**src/rtl/fsep_defs.svh**
```systemverilog
// Constants for the flash sector erase and byte program sequencer.
`ifndef FSEP_DEFS_SVH
`define FSEP_DEFS_SVH

// Register word indices on the plain register port.
`define FSEP_ADDR_W 8
`define FSEP_OFF_UNLOCK 8'h00
`define FSEP_OFF_CONTROL 8'h01
`define FSEP_OFF_SEC_HIGH 8'h02
`define FSEP_OFF_SEC_LOW 8'h03

// Reset values.
`define FSEP_UNLOCK_RST 8'h00
`define FSEP_CONTROL_RST 8'h00
`define FSEP_SEC_RST 8'h00

// Key and command codes.
`define FSEP_UNLOCK_KEY 8'hA5
`define FSEP_CMD_ERASE 8'hA1
`define FSEP_MODE_PROGRAM 4'h5

// Field positions in the operation control register.
`define FSEP_CTL_START_BIT 0
`define FSEP_CTL_FAIL_BIT 3
`define FSEP_CTL_MODE_LSB 4

// Flash geometry.
`define FSEP_SECTOR_COUNT 512
`define FSEP_SECTOR_BYTES 128
`define FSEP_SECTOR_W 9
`define FSEP_SECTOR_LSB 7
`define FSEP_FLASH_ADDR_W 16

// Erase time and its cycle count at the core clock.
`define FSEP_ERASE_TIME_MS 10
`define FSEP_CLK_MHZ 250
`define FSEP_ERASE_CYCLES (`FSEP_ERASE_TIME_MS * 1000 * `FSEP_CLK_MHZ)
`define FSEP_ERASE_CNT_W 22

`endif

```
**src/rtl/fsep_pkg.sv**
```systemverilog
// Types shared by the flash sector erase and byte program sequencer.
package fsep_pkg;

  // Program-memory store issued by the core.
  typedef struct packed {
    logic [15:0] addr;
    logic [7:0] data;
  } fsep_store_type;

  // Byte write command handed to the flash array.
  typedef struct packed {
    logic valid;
    logic [15:0] addr;
    logic [7:0] data;
  } fsep_write_type;

  // Erase command handed to the flash array.
  typedef struct packed {
    logic active;
    logic [8:0] sector;
  } fsep_erase_type;

  // Sequencer states, one-hot.
  typedef enum logic [1:0] {
    FSEP_IDLE = 2'b01,
    FSEP_ERASING = 2'b10
  } fsep_state_type;

endpackage : fsep_pkg

```
**src/rtl/fsep_erase_timer.sv**
```systemverilog
// Down counter that times one sector erase.
`timescale 1ns/1ps
`default_nettype none
`include "fsep_defs.svh"

module fsep_erase_timer
#(
  parameter int unsigned CYCLES = `FSEP_ERASE_CYCLES
)
(
  // Clock and reset.
  input wire logic core_clk,
  input wire logic srst,
  // Control.
  input wire logic load,
  input wire logic halt,
  // Status.
  output logic expired
);

  logic [`FSEP_ERASE_CNT_W-1:0] count_r;

  // ****************************************************
  // Counter
  // ****************************************************

  // Load starts a fresh count; halt drops it so no stale expiry follows an abort.
  always_ff @(posedge core_clk)
  begin
    if (srst || halt)
      count_r <= '0;
    else if (load)
      count_r <= CYCLES[`FSEP_ERASE_CNT_W-1:0];
    else if (count_r != '0)
      count_r <= count_r - 1'b1;
  end

  // Expiry is a one-cycle pulse as the count reaches one.
  assign expired = (count_r == {{(`FSEP_ERASE_CNT_W-1){1'b0}}, 1'b1});

endmodule : fsep_erase_timer
`default_nettype wire

```
**src/rtl/fsep_top.sv**
```systemverilog
// Flash sector erase and byte program sequencer with its control registers.
`timescale 1ns/1ps
`default_nettype none
`include "fsep_defs.svh"

// Overview of operation
// - Partial erase only in user program mode; a sector is the smallest unit.
// - Flash holds 512 sectors of 128 bytes; erases address whole sectors.
// - An erase is given 10 ms before its sector is touched again, unless an interrupt aborts it first.
// - Sector erase is refused in external tool programming mode.
// - Writing the erase command to the control register starts the erase.
// - Control bit 3 reports erase failure; firmware retries when set.
// - Bytes are written one at a time inside the addressed sector.
// - In program mode a core store writes its byte at its address.
// - Writing the program command selects byte program for the next store.
// - Unlock key resets to zero; only the exact key enables user mode.
// - Control bit 0 starts an erase and is not needed for byte writes; the code starts one only on the whole command word 8'hA1.
// - A pending enabled interrupt aborts the erase; bit 3 then reads one.
// - Bits 6 to 0 of the low sector register are ignored.
module fsep_top
  import fsep_pkg::*;
#(
  parameter int unsigned ERASE_CYCLES = `FSEP_ERASE_CYCLES
)
(
  // Clock and reset.
  input wire logic core_clk,
  input wire logic srst,
  // Register port.
  input wire logic [`FSEP_ADDR_W-1:0] regAddr,
  input wire logic [7:0] regWdata,
  input wire logic regWr,
  input wire logic regRd,
  output logic [7:0] regRdata,
  // Program-memory store from the core.
  input wire logic storeReq,
  input wire fsep_store_type storeCmd,
  // Enabled and pending interrupt request from the interrupt controller.
  input wire logic irqPending,
  // Tool programming mode pin.
  input wire logic toolModePin,
  // Flash array commands.
  output fsep_erase_type flashErase,
  output fsep_write_type flashWrite,
  // Status.
  output logic userMode,
  output logic eraseBusy
);

  logic [7:0] unlockKey_r;
  logic [7:0] control_r;
  logic [7:0] secHigh_r;
  logic [7:0] secLow_r;
  logic eraseFail_r;
  logic [7:0] regRdata_r;
  fsep_state_type state_r;
  fsep_state_type state_nxt;
  fsep_write_type flashWrite_r;
  logic [`FSEP_SECTOR_W-1:0] eraseSector_r;
  logic toolSync1_r;
  logic toolSync2_r;
  logic unlocked;
  logic eraseStart;
  logic eraseAbort;
  logic eraseDone;
  logic storeOk;
  logic [`FSEP_SECTOR_W-1:0] sectorSel;

  // ****************************************************
  // Pin synchroniser
  // ****************************************************

  // The tool mode strap comes from a pin, so it passes two flops first.
  always_ff @(posedge core_clk)
  begin
    if (srst)
    begin
      toolSync1_r <= 1'b0;
      toolSync2_r <= 1'b0;
    end
    else
    begin
      toolSync1_r <= toolModePin;
      toolSync2_r <= toolSync1_r;
    end
  end

  // ****************************************************
  // Decodes
  // ****************************************************

  // Only the exact key unlocks, and never while a tool owns the flash.
  assign unlocked = (unlockKey_r == `FSEP_UNLOCK_KEY) && !toolSync2_r;

  // The sector index drops the byte offset bits of the low register.
  assign sectorSel = {secHigh_r, secLow_r[`FSEP_SECTOR_LSB]};

  // An erase starts on the exact command word while unlocked and idle.
  assign eraseStart = regWr && (regAddr == `FSEP_OFF_CONTROL) && (regWdata == `FSEP_CMD_ERASE)
    && unlocked && (state_r == FSEP_IDLE);

  // A pending enabled interrupt cuts the erase short.
  assign eraseAbort = (state_r == FSEP_ERASING) && irqPending;

  // A store writes only in program mode, inside the sector, and not mid-erase.
  assign storeOk = storeReq && unlocked && (state_r == FSEP_IDLE)
    && (control_r[7:`FSEP_CTL_MODE_LSB] == `FSEP_MODE_PROGRAM)
    && (storeCmd.addr[15:`FSEP_SECTOR_LSB] == sectorSel);

  // ****************************************************
  // Erase sequencer
  // ****************************************************

  // Next state for the erase sequencer.
  always_comb
  begin
    state_nxt = state_r;
    unique case (state_r)
      FSEP_IDLE:
      begin
        if (eraseStart)
          state_nxt = FSEP_ERASING;
      end
      FSEP_ERASING:
      begin
        if (eraseAbort || eraseDone)
          state_nxt = FSEP_IDLE;
      end
      default:
        state_nxt = FSEP_IDLE;
    endcase
  end

  // State register.
  always_ff @(posedge core_clk)
  begin
    if (srst)
      state_r <= FSEP_IDLE;
    else
      state_r <= state_nxt;
  end

  // The sector is latched at start so a later reload cannot move a running erase.
  always_ff @(posedge core_clk)
  begin
    if (srst)
      eraseSector_r <= '0;
    else if (eraseStart)
      eraseSector_r <= sectorSel;
  end

  // Erase duration timer; the sector stays busy until the erase time runs out or an abort halts it.
  fsep_erase_timer #(
    .CYCLES(ERASE_CYCLES)
  ) u_timer (
    .core_clk(core_clk),
    .srst(srst),
    .load(eraseStart),
    .halt(eraseAbort),
    .expired(eraseDone)
  );

  // Failure flag: set by an abort, cleared only when a new erase starts.
  always_ff @(posedge core_clk)
  begin
    if (srst)
      eraseFail_r <= 1'b0;
    else if (eraseAbort)
      eraseFail_r <= 1'b1;
    else if (eraseStart)
      eraseFail_r <= 1'b0;
  end

  // ****************************************************
  // Software registers
  // ****************************************************

  // Unlock key register.
  always_ff @(posedge core_clk)
  begin
    if (srst)
      unlockKey_r <= `FSEP_UNLOCK_RST;
    else if (regWr && (regAddr == `FSEP_OFF_UNLOCK))
      unlockKey_r <= regWdata;
  end

  // Sector address registers.
  always_ff @(posedge core_clk)
  begin
    if (srst)
    begin
      secHigh_r <= `FSEP_SEC_RST;
      secLow_r <= `FSEP_SEC_RST;
    end
    else if (regWr && (regAddr == `FSEP_OFF_SEC_HIGH))
      secHigh_r <= regWdata;
    else if (regWr && (regAddr == `FSEP_OFF_SEC_LOW))
      secLow_r <= regWdata;
  end

  // Control register; the start bit falls when the erase ends either way.
  always_ff @(posedge core_clk)
  begin
    if (srst)
      control_r <= `FSEP_CONTROL_RST;
    else if (regWr && (regAddr == `FSEP_OFF_CONTROL))
      control_r <= regWdata;
    else if (eraseAbort || eraseDone)
      control_r[`FSEP_CTL_START_BIT] <= 1'b0;
  end

  // Read data stand one cycle after the strobe; unmapped words read zero.
  always_ff @(posedge core_clk)
  begin
    if (srst)
      regRdata_r <= 8'h00;
    else if (regRd)
    begin
      unique case (regAddr)
        `FSEP_OFF_UNLOCK: regRdata_r <= unlockKey_r;
        `FSEP_OFF_CONTROL: regRdata_r <= {control_r[7:4], eraseFail_r, control_r[2:0]};
        `FSEP_OFF_SEC_HIGH: regRdata_r <= secHigh_r;
        `FSEP_OFF_SEC_LOW: regRdata_r <= secLow_r;
        default: regRdata_r <= 8'h00;
      endcase
    end
    else
      regRdata_r <= 8'h00;
  end

  // ****************************************************
  // Byte program
  // ****************************************************

  // One accepted store becomes one registered byte write pulse.
  always_ff @(posedge core_clk)
  begin
    if (srst)
      flashWrite_r <= '0;
    else
    begin
      flashWrite_r.valid <= storeOk;
      if (storeOk)
      begin
        flashWrite_r.addr <= storeCmd.addr;
        flashWrite_r.data <= storeCmd.data;
      end
    end
  end

  // ****************************************************
  // Outputs
  // ****************************************************

  assign regRdata = regRdata_r;
  assign flashWrite = flashWrite_r;
  // The erase command is built in one assignment, so the struct has a single driver.
  assign flashErase = {(state_r == FSEP_ERASING), eraseSector_r};
  assign eraseBusy = (state_r == FSEP_ERASING);
  assign userMode = unlocked;

endmodule : fsep_top
`default_nettype wire
```
**config.mk**
```make
export PLATFORM = sky130hd
export DESIGN_NAME = fsep_top
export DESIGN_NICKNAME = d
export VERILOG_FILES = /design/src/rtl/fsep_pkg.sv /design/src/rtl/fsep_erase_timer.sv /design/src/rtl/fsep_top.sv
export VERILOG_INCLUDE_DIRS = /design/src /design/src/rtl
export SDC_FILE = /design/constraint.sdc
export NUM_CORES = 1
export LEC_CHECK = 0
export ABC_CLOCK_PERIOD_IN_PS = 2900
export BUFFER_PORTS_ARGS = -buffer_cell sky130_fd_sc_hd__buf_2
export CAP_MARGIN = 20
export CORE_AREA = 2 2 107 109
export CTS_CLUSTER_DIAMETER = 80
export DETAILED_ROUTE_END_ITERATION = 16
export DIE_AREA = 0 0 109 111
export GPL_TIMING_DRIVEN = 0
export MAX_ROUTING_LAYER = met4
export PLACE_DENSITY = 0.62
export SYNTH_ARGS = -nofsm -noshare
export SYNTH_HDL_FRONTEND = slang
export SYNTH_SLANG_ARGS = --single-unit
export TNS_END_PERCENT = 100
```
**constraint.sdc**
```tcl
create_clock -name core_clk -period 2.9 [get_ports core_clk]
set_clock_uncertainty 0.05 [all_clocks]
set_input_delay 0.58 -clock core_clk [delete_from_list [all_inputs] [get_ports core_clk]]
set_output_delay 0.58 -clock core_clk [all_outputs]
set_load 0.05 [all_outputs]
```
## Yosys cells after proc, flatten, opt, wreduce, memory -nomap -nowiden

Index checks and enable logic that the tools add are counted.

| operators by class | value |
|---|---|
| $add $sub $neg | 1 |
| eq/ne operators | 12 |
| muxes and demuxes | 10 |
| bitwise gates (word level) | 2 |
| reductions and logical operators | 25 |

Operator list:

| cell | number |
|---|---|
| $mux W22 | 2 |
| $pmux W8 S4 | 1 |
| $eq A22 B1 Y1 const B | 1 |
| $reduce_bool A22 Y1 | 1 |
| $sub A22 B1 Y22 const B | 1 |
| $eq A8 B2 Y1 const B | 2 |
| $eq A8 B8 Y1 const B | 2 |
| $logic_and A1 B1 Y1 | 13 |
| $eq A9 B9 Y1 | 1 |
| $eq A8 B1 Y1 const B | 1 |
| $logic_not A8 Y1 | 1 |
| $reduce_bool A2 Y1 | 3 |
| $eq A4 B3 Y1 const B | 1 |
| $mux W1 | 4 |
| $mux W2 | 2 |
| $pmux W2 S2 | 1 |
| $reduce_and A2 Y1 | 2 |
| $reduce_or A2 Y1 | 2 |
| $eq A2 B1 Y1 const B | 1 |
| $eq A2 B2 Y1 const B | 1 |
| $logic_or A1 B1 Y1 | 2 |
| $ne A2 B1 Y1 const B | 1 |
| $ne A2 B2 Y1 const B | 1 |
| $not A1 Y1 | 2 |
| $logic_not A1 Y1 | 1 |

| storage, ports and cells | value |
|---|---|
| register bits | 101 |
| output and inout bits | 45 |
| word-level logic and storage cells | 66 |

## Longest topological paths before layout

| depth | value |
|---|---|
| depth after elaboration | 7 |
| mapped depth | 8 |
| gate-level depth less buffers | 7 |

## Modules after synthesis

A second synthesis with hierarchy kept.

| unflattened totals | value |
|---|---|
| cells, all modules | 454 |
| area, all modules | 4663.2 µm² |

Modules (own cells, without submodules):

| module | times used | cells an instance | area each (µm²) | seq. area each (µm²) |
|---|---|---|---|---|
| fsep_top | 1 | 322 | 3458.3 | 1561.5 |
| fsep_erase_timer | 1 | 132 | 1204.9 | 440.4 |

## Worst setup path after synthesis

Ideal clock, no wire load.

| timing path | value |
|---|---|
| path type | flip-flop to flip-flop |
| start | reg state_r[1] |
| end | reg u_timer.count_r[0] |
| setup time | 117 ps |
| arrival time | 2130 ps |
| slack | 603 ps |
| stages on the path, launching flop included | 8 |
| period minus slack after synthesis | 2297 ps |
| cells stage by stage | dfxtp_1 nor2b_1 nand2_1 nand2b_1 clkbuf_1 nand2b_1 buf_2 nor2_1 |

| between the ends | value |
|---|---|
| word-level cells in the longest chain between the ends | 4 |
| elaborated cells between the ends (all ways) | 6 |
| those cells by class | 2 x eq/ne; 4 x reduce/logical |

Ends and longest elaborated chain:

| item | RTL line | source |
|---|---|---|
| start, declared | fsep_top.sv:56 | `fsep_state_type state_r;` |
| start signal, assigned | fsep_top.sv:140 | `state_r <= state_nxt;` |
| $eq A2 B2 Y1 | - |  |
| net eraseBusy | fsep_top.sv:47 | `output logic eraseBusy` |
| $logic_and A1 B1 Y1 | fsep_top.sv:103 | `assign eraseAbort = (state_r == FSEP_ERASING) && irqPending;` |
| $logic_or A1 B1 Y1 | fsep_erase_timer.sv:30 | `if (srst \|\| halt)` |
| $reduce_or A2 Y1 (no source line) | - |  |
| end signal, assigned | fsep_erase_timer.sv:33 | `` count_r <= CYCLES[`FSEP_ERASE_CNT_W-1:0]; `` |
| end signal, assigned | fsep_erase_timer.sv:35 | `count_r <= count_r - 1'b1;` |
| end, declared | fsep_erase_timer.sv:21 | `` logic [`FSEP_ERASE_CNT_W-1:0] count_r; `` |

The timed path passes the listed nets, and every way through them passes these cells.
A chain may end at the register's enable or synchronous reset.

## Worst setup path after layout

| timing path | value |
|---|---|
| start | reg control_r[6] |
| end | reg flashWrite_r, in the netlist flashWrite[7] |

| between the ends | value |
|---|---|
| word-level cells in the longest chain between the ends | 3 |

Ends and longest elaborated chain:

| item | RTL line | source |
|---|---|---|
| start, declared | fsep_top.sv:51 | `logic [7:0] control_r;` |
| start signal, assigned | fsep_top.sv:205 | `` control_r <= `FSEP_CONTROL_RST; `` |
| start signal, assigned | fsep_top.sv:207 | `control_r <= regWdata;` |
| $eq A4 B3 Y1 (no source line) | - |  |
| $logic_and A1 B1 Y1 (2 in series) | fsep_top.sv:106 | `assign storeOk = storeReq && unlocked && (state_r == FSEP_IDLE)` |
| end, declared | fsep_top.sv:58 | `fsep_write_type flashWrite_r;` |

No other way between the ends.

==> flow_metrics.py <==
metrics = {
    "detailed_routing": {
        "via_count": 3465,
        "drt.antenna.violating_nets": 0,
        "via_per_inst": 5.04,
        "drt_first_iter_violations": 156,
        "drc": 0,
        "route.detailed.wl_per_inst_microns": 14.9,
        "detailedRoute.firstPassIterationCount": 4,
        "drt-total-wl_microns": 10300,
    },
    "finish": {
        "n_antenna_cell": 0,
        "final_net_count": 590,
        "layout_cell_share_with_drive_strength_beyond_1_pct": 24.6,
        "final_common_cell": "sky130_fd_sc_hd__dfxtp_1",
        "fin_area_sq_mm": 0.00525,
        "area_growth_pct": 22.1,
        "layout_common_cells": "sky130_fd_sc_hd__dfxtp_1 (100), sky130_fd_sc_hd__buf_2 (95), sky130_fd_sc_hd__nor2_1 (71), sky130_fd_sc_hd__mux2i_1 (51), sky130_fd_sc_hd__nand2_1 (38)",
        "utilization_pct": 47.4,
    },
    "sta": {
        "rsz0062_at_grt": "no",
        "hold_slack_ns": 0.385,
        "min_clock_period_post_route_ns": 2.28,
        "slew-limit-headroom_pct": 57.1,
        "tightest_slew_ns": 0.641,
        "total_count_of_hold_check_failures_in_the_final_report": 0,
        "fmax_ghz": 0.438,
        "final_report_max_slew_violation_count": 0,
        "totalNegativeSetupSlack_ns": 0,
        "setup_viol_count_final": 0,
        "fin_crit_sh_pct": 78.7,
    },
    "worst_setup_path": {
        "r2r_end": "flashWrite[7]",
        "crit-reg2reg-launch": "control_r[6]",
        "critical_path.max_stage_delay_ns": 0.59,
        "critical-path-slowest-cell": "sky130_fd_sc_hd__nor4_4",
        "cp_data_required_time_ns": 3.08,
        "worst-path-max-fanout": 10,
        "type_of_destination_of_the_critical_path": "flop",
        "cp_data_arrival_time_ns": 2.46,
        "timing_worst_setup_path_type": "reg -> reg",
        "timing.reg2reg.setup_slack_ns": 0.62,
        "worst_r2r_path_cells": 6,
        "timing.critical_path.cells": "nor4bb_1, nand4_1, nor4_4, buf_6, mux2i_1, nor2_1",
        "critPathLaunchType": "flop",
    },
    "global_routing": {
        "grt_pass1_wl_microns": 16300,
        "tot_gr_track_use_pct": 17.9,
        "grt_start_max_net_pins": 17,
        "first_global_vias": 3256,
        "number_of_antenna_violations_at_the_first_check_in_global_routing": 0,
        "grt_overflow": 0,
    },
    "placement": {
        "globalplace.congestion": 0.871,
        "dp_hpwl_microns": 7640,
        "post_dp_cell_area_sq_mm": 0.00493,
        "portBuffers": 90,
    },
    "floorplanning": {
        "die_width_microns": 109,
        "floorplan.rows": 39,
        "top_level_ports": 92,
        "die_area_sq_mm": 0.0121,
        "vertical_extent_of_the_die_microns": 111,
        "core_sq_mm": 0.0111,
        "initial_core_util_pct": 38.8,
    },
    "clock_network": {
        "cts_tree": "built",
        "cts-hold-fix-buffers": 0,
        "post-cts-setup-buffer-count": 0,
        "insertion_delay_ns": 0.35,
        "cts.repair.resized": 0,
        "numClockSinks": 100,
        "clk_root_buffer_cell": "sky130_fd_sc_hd__clkbuf_16",
        "clockBufferDepth": 2,
        "cts_inserted_buffers": 9,
        "clock_tree.htree_level_count": 3,
        "clk_pin_slew_ns": 0.07,
    },
    "yosys": {
        "syn_nets": 489,
        "yosys_warnings": 0,
        "synth_area_per_cell_sq_um": 9.79,
        "edff_count_synth": 0,
        "synth.yosys.seq_area_share_pct": 46.6,
        "post_synth_inst_count": 439,
        "distinct_cell_type_count_after_synthesis": 49,
        "post_synth_top_flop": "sky130_fd_sc_hd__dfxtp_1",
        "asyncSetResetFlopFracSynth_pct": 0,
        "synthesis.area_sq_mm": 0.00430,
        "synth_seq_cells": 100,
    },
    "power_and_ir_drop": {
        "total_leakage_power_uw": 0.00220,
        "clockPowerShare_pct": 29.2,
        "max-vdd-ir-drop_uv": 440,
        "comb_power_share_pct": 32.3,
        "p_sw_share_pct": 33.5,
        "share_seq_of_total_power_pct": 38.5,
        "p_sw_uw": 1450,
        "intPower_uw": 2880,
        "power_per_cell_area_mw_per_mm2": 824,
    },
    "outcome": {
        "outcome": "finished, final reports clean",
    },
    "min_path": {
        "hold_depth": 1,
        "min_to": "toolSync2_r",
        "worst_hold_path_type": "reg -> reg",
        "hold_path_startpoint": "toolSync1_r",
    },
    "flow_run": {
        "max_cap_viol_count": 0,
    },
}
[state kept, by name, indices dropped and copies added (netlist names)]
signal           count
unlockKey_r          8
control_r            7
eraseSector_r        9
eraseFail_r          1
toolSync2_r          1
secHigh_r            8
secLow_r             8
state_r              2
flashWrite          25
u_timer.count_r     22
toolSync1_r          1
regRdata             8
[cell families (layout without fill, tap and decap cells)]
family / Yosys count / count (layout) / synth area share [%]
fa+ha+maj: 3 / 3 / 0.873
buf+inv: 27 / 133 / 3.11
flops: 100 / 100 / 46.6
mux: 59 / 59 / 16.1
xor+xnor: 22 / 22 / 4.48
simple gates: 184 / 184 / 23.0
compound gates: 44 / 44 / 5.94
[worst max path at each step]
| stage | from | to | cells past startpoint |
|---|---|---|---|
| finish | control_r[6] | flashWrite[7] | 6 |
| global route | regAddr[3] | u_timer.count_r[11] | 8 |
| floorplan | state_r[1] | u_timer.count_r[0] | 7 |
| CTS | control_r[6] | flashWrite[7] | 6 |
| detailed placement | regAddr[3] | u_timer.count_r[15] | 8 |
| global placement | regAddr[3] | u_timer.count_r[0] | 8 |
[layout make-up]
| type | instances | area, sq um |
|---|---|---|
| fillers | 1056 | 5830 |
| multi-input cells | 312 | 2160 |
| flip-flops and latches | 100 | 2000 |
| repair buffers | 90 | 450 |
| clock buffers | 12 | 267 |
| well taps | 143 | 179 |
| plain buffers | 24 | 123 |
| clock inverters | 4 | 55.1 |
| inverters | 3 | 11.3 |
[synth_stat cells (4+ instances only)]
library cell / count / share of area (%)
sky130_fd_sc_hd__nor2b_1: 14 / 2.0
sky130_fd_sc_hd__mux4_2: 8 / 4.2
sky130_fd_sc_hd__nor3_1: 4 / 0.47
sky130_fd_sc_hd__nand3_1: 13 / 1.5
sky130_fd_sc_hd__clkbuf_1: 15 / 1.3
sky130_fd_sc_hd__xnor2_1: 19 / 3.9
sky130_fd_sc_hd__nand4_1: 6 / 0.87
sky130_fd_sc_hd__and3_1: 4 / 0.58
sky130_fd_sc_hd__nand2_1: 38 / 3.3
sky130_fd_sc_hd__a21oi_1: 32 / 3.7
sky130_fd_sc_hd__dfxtp_1: 100 / 47
sky130_fd_sc_hd__nor2_1: 71 / 6.2
sky130_fd_sc_hd__nand3b_1: 5 / 0.87
sky130_fd_sc_hd__buf_2: 5 / 0.58
sky130_fd_sc_hd__nand2b_1: 4 / 0.58
sky130_fd_sc_hd__mux2i_1: 51 / 12
[critical path: cells and delay by family (launching register included)]
kind / cells / cell delay (ns)
mux: 1 / 0.22
flops: 1 / 0.35
buf+inv: 1 / 0.25
simple gates: 4 / 1.29
[per-layer routing]
metal / track usage [%] / wire length [microns]
met5: - / 0
met4: 5.64 / 133
met3: 4.06 / 511
met2: 28.7 / 5000
met1: 22.3 / 4610
[power by group through the flow]
| stage | logic (uW) | registers [uW] | clock network [uW] |
|---|---|---|---|
| 2_1_floorplan | 1130 | 1660 | 0 |
| 3_3_place_gp | 1350 | 1680 | 0 |
| 3_5_place_dp | 1390 | 1690 | 0 |
| 4_1_cts | 1400 | 1660 | 1280 |
| 5_1_grt | 1540 | 1690 | 1350 |
| 6_report | 1400 | 1660 | 1260 |
[through the flow]
step | setup slack (ns) | instances | power, uW
final | 0.617 | 688 | 4330
after global routing | 0.413 | 688 | 4570
after CTS | 0.565 | 688 | 4340
after detailed placement | 0.268 | 672 | 3080
after global placement | 0.295 | 672 | 3040
after floorplan | 0.603 | 439 | 2790
Power figures use the tool's default switching activity.
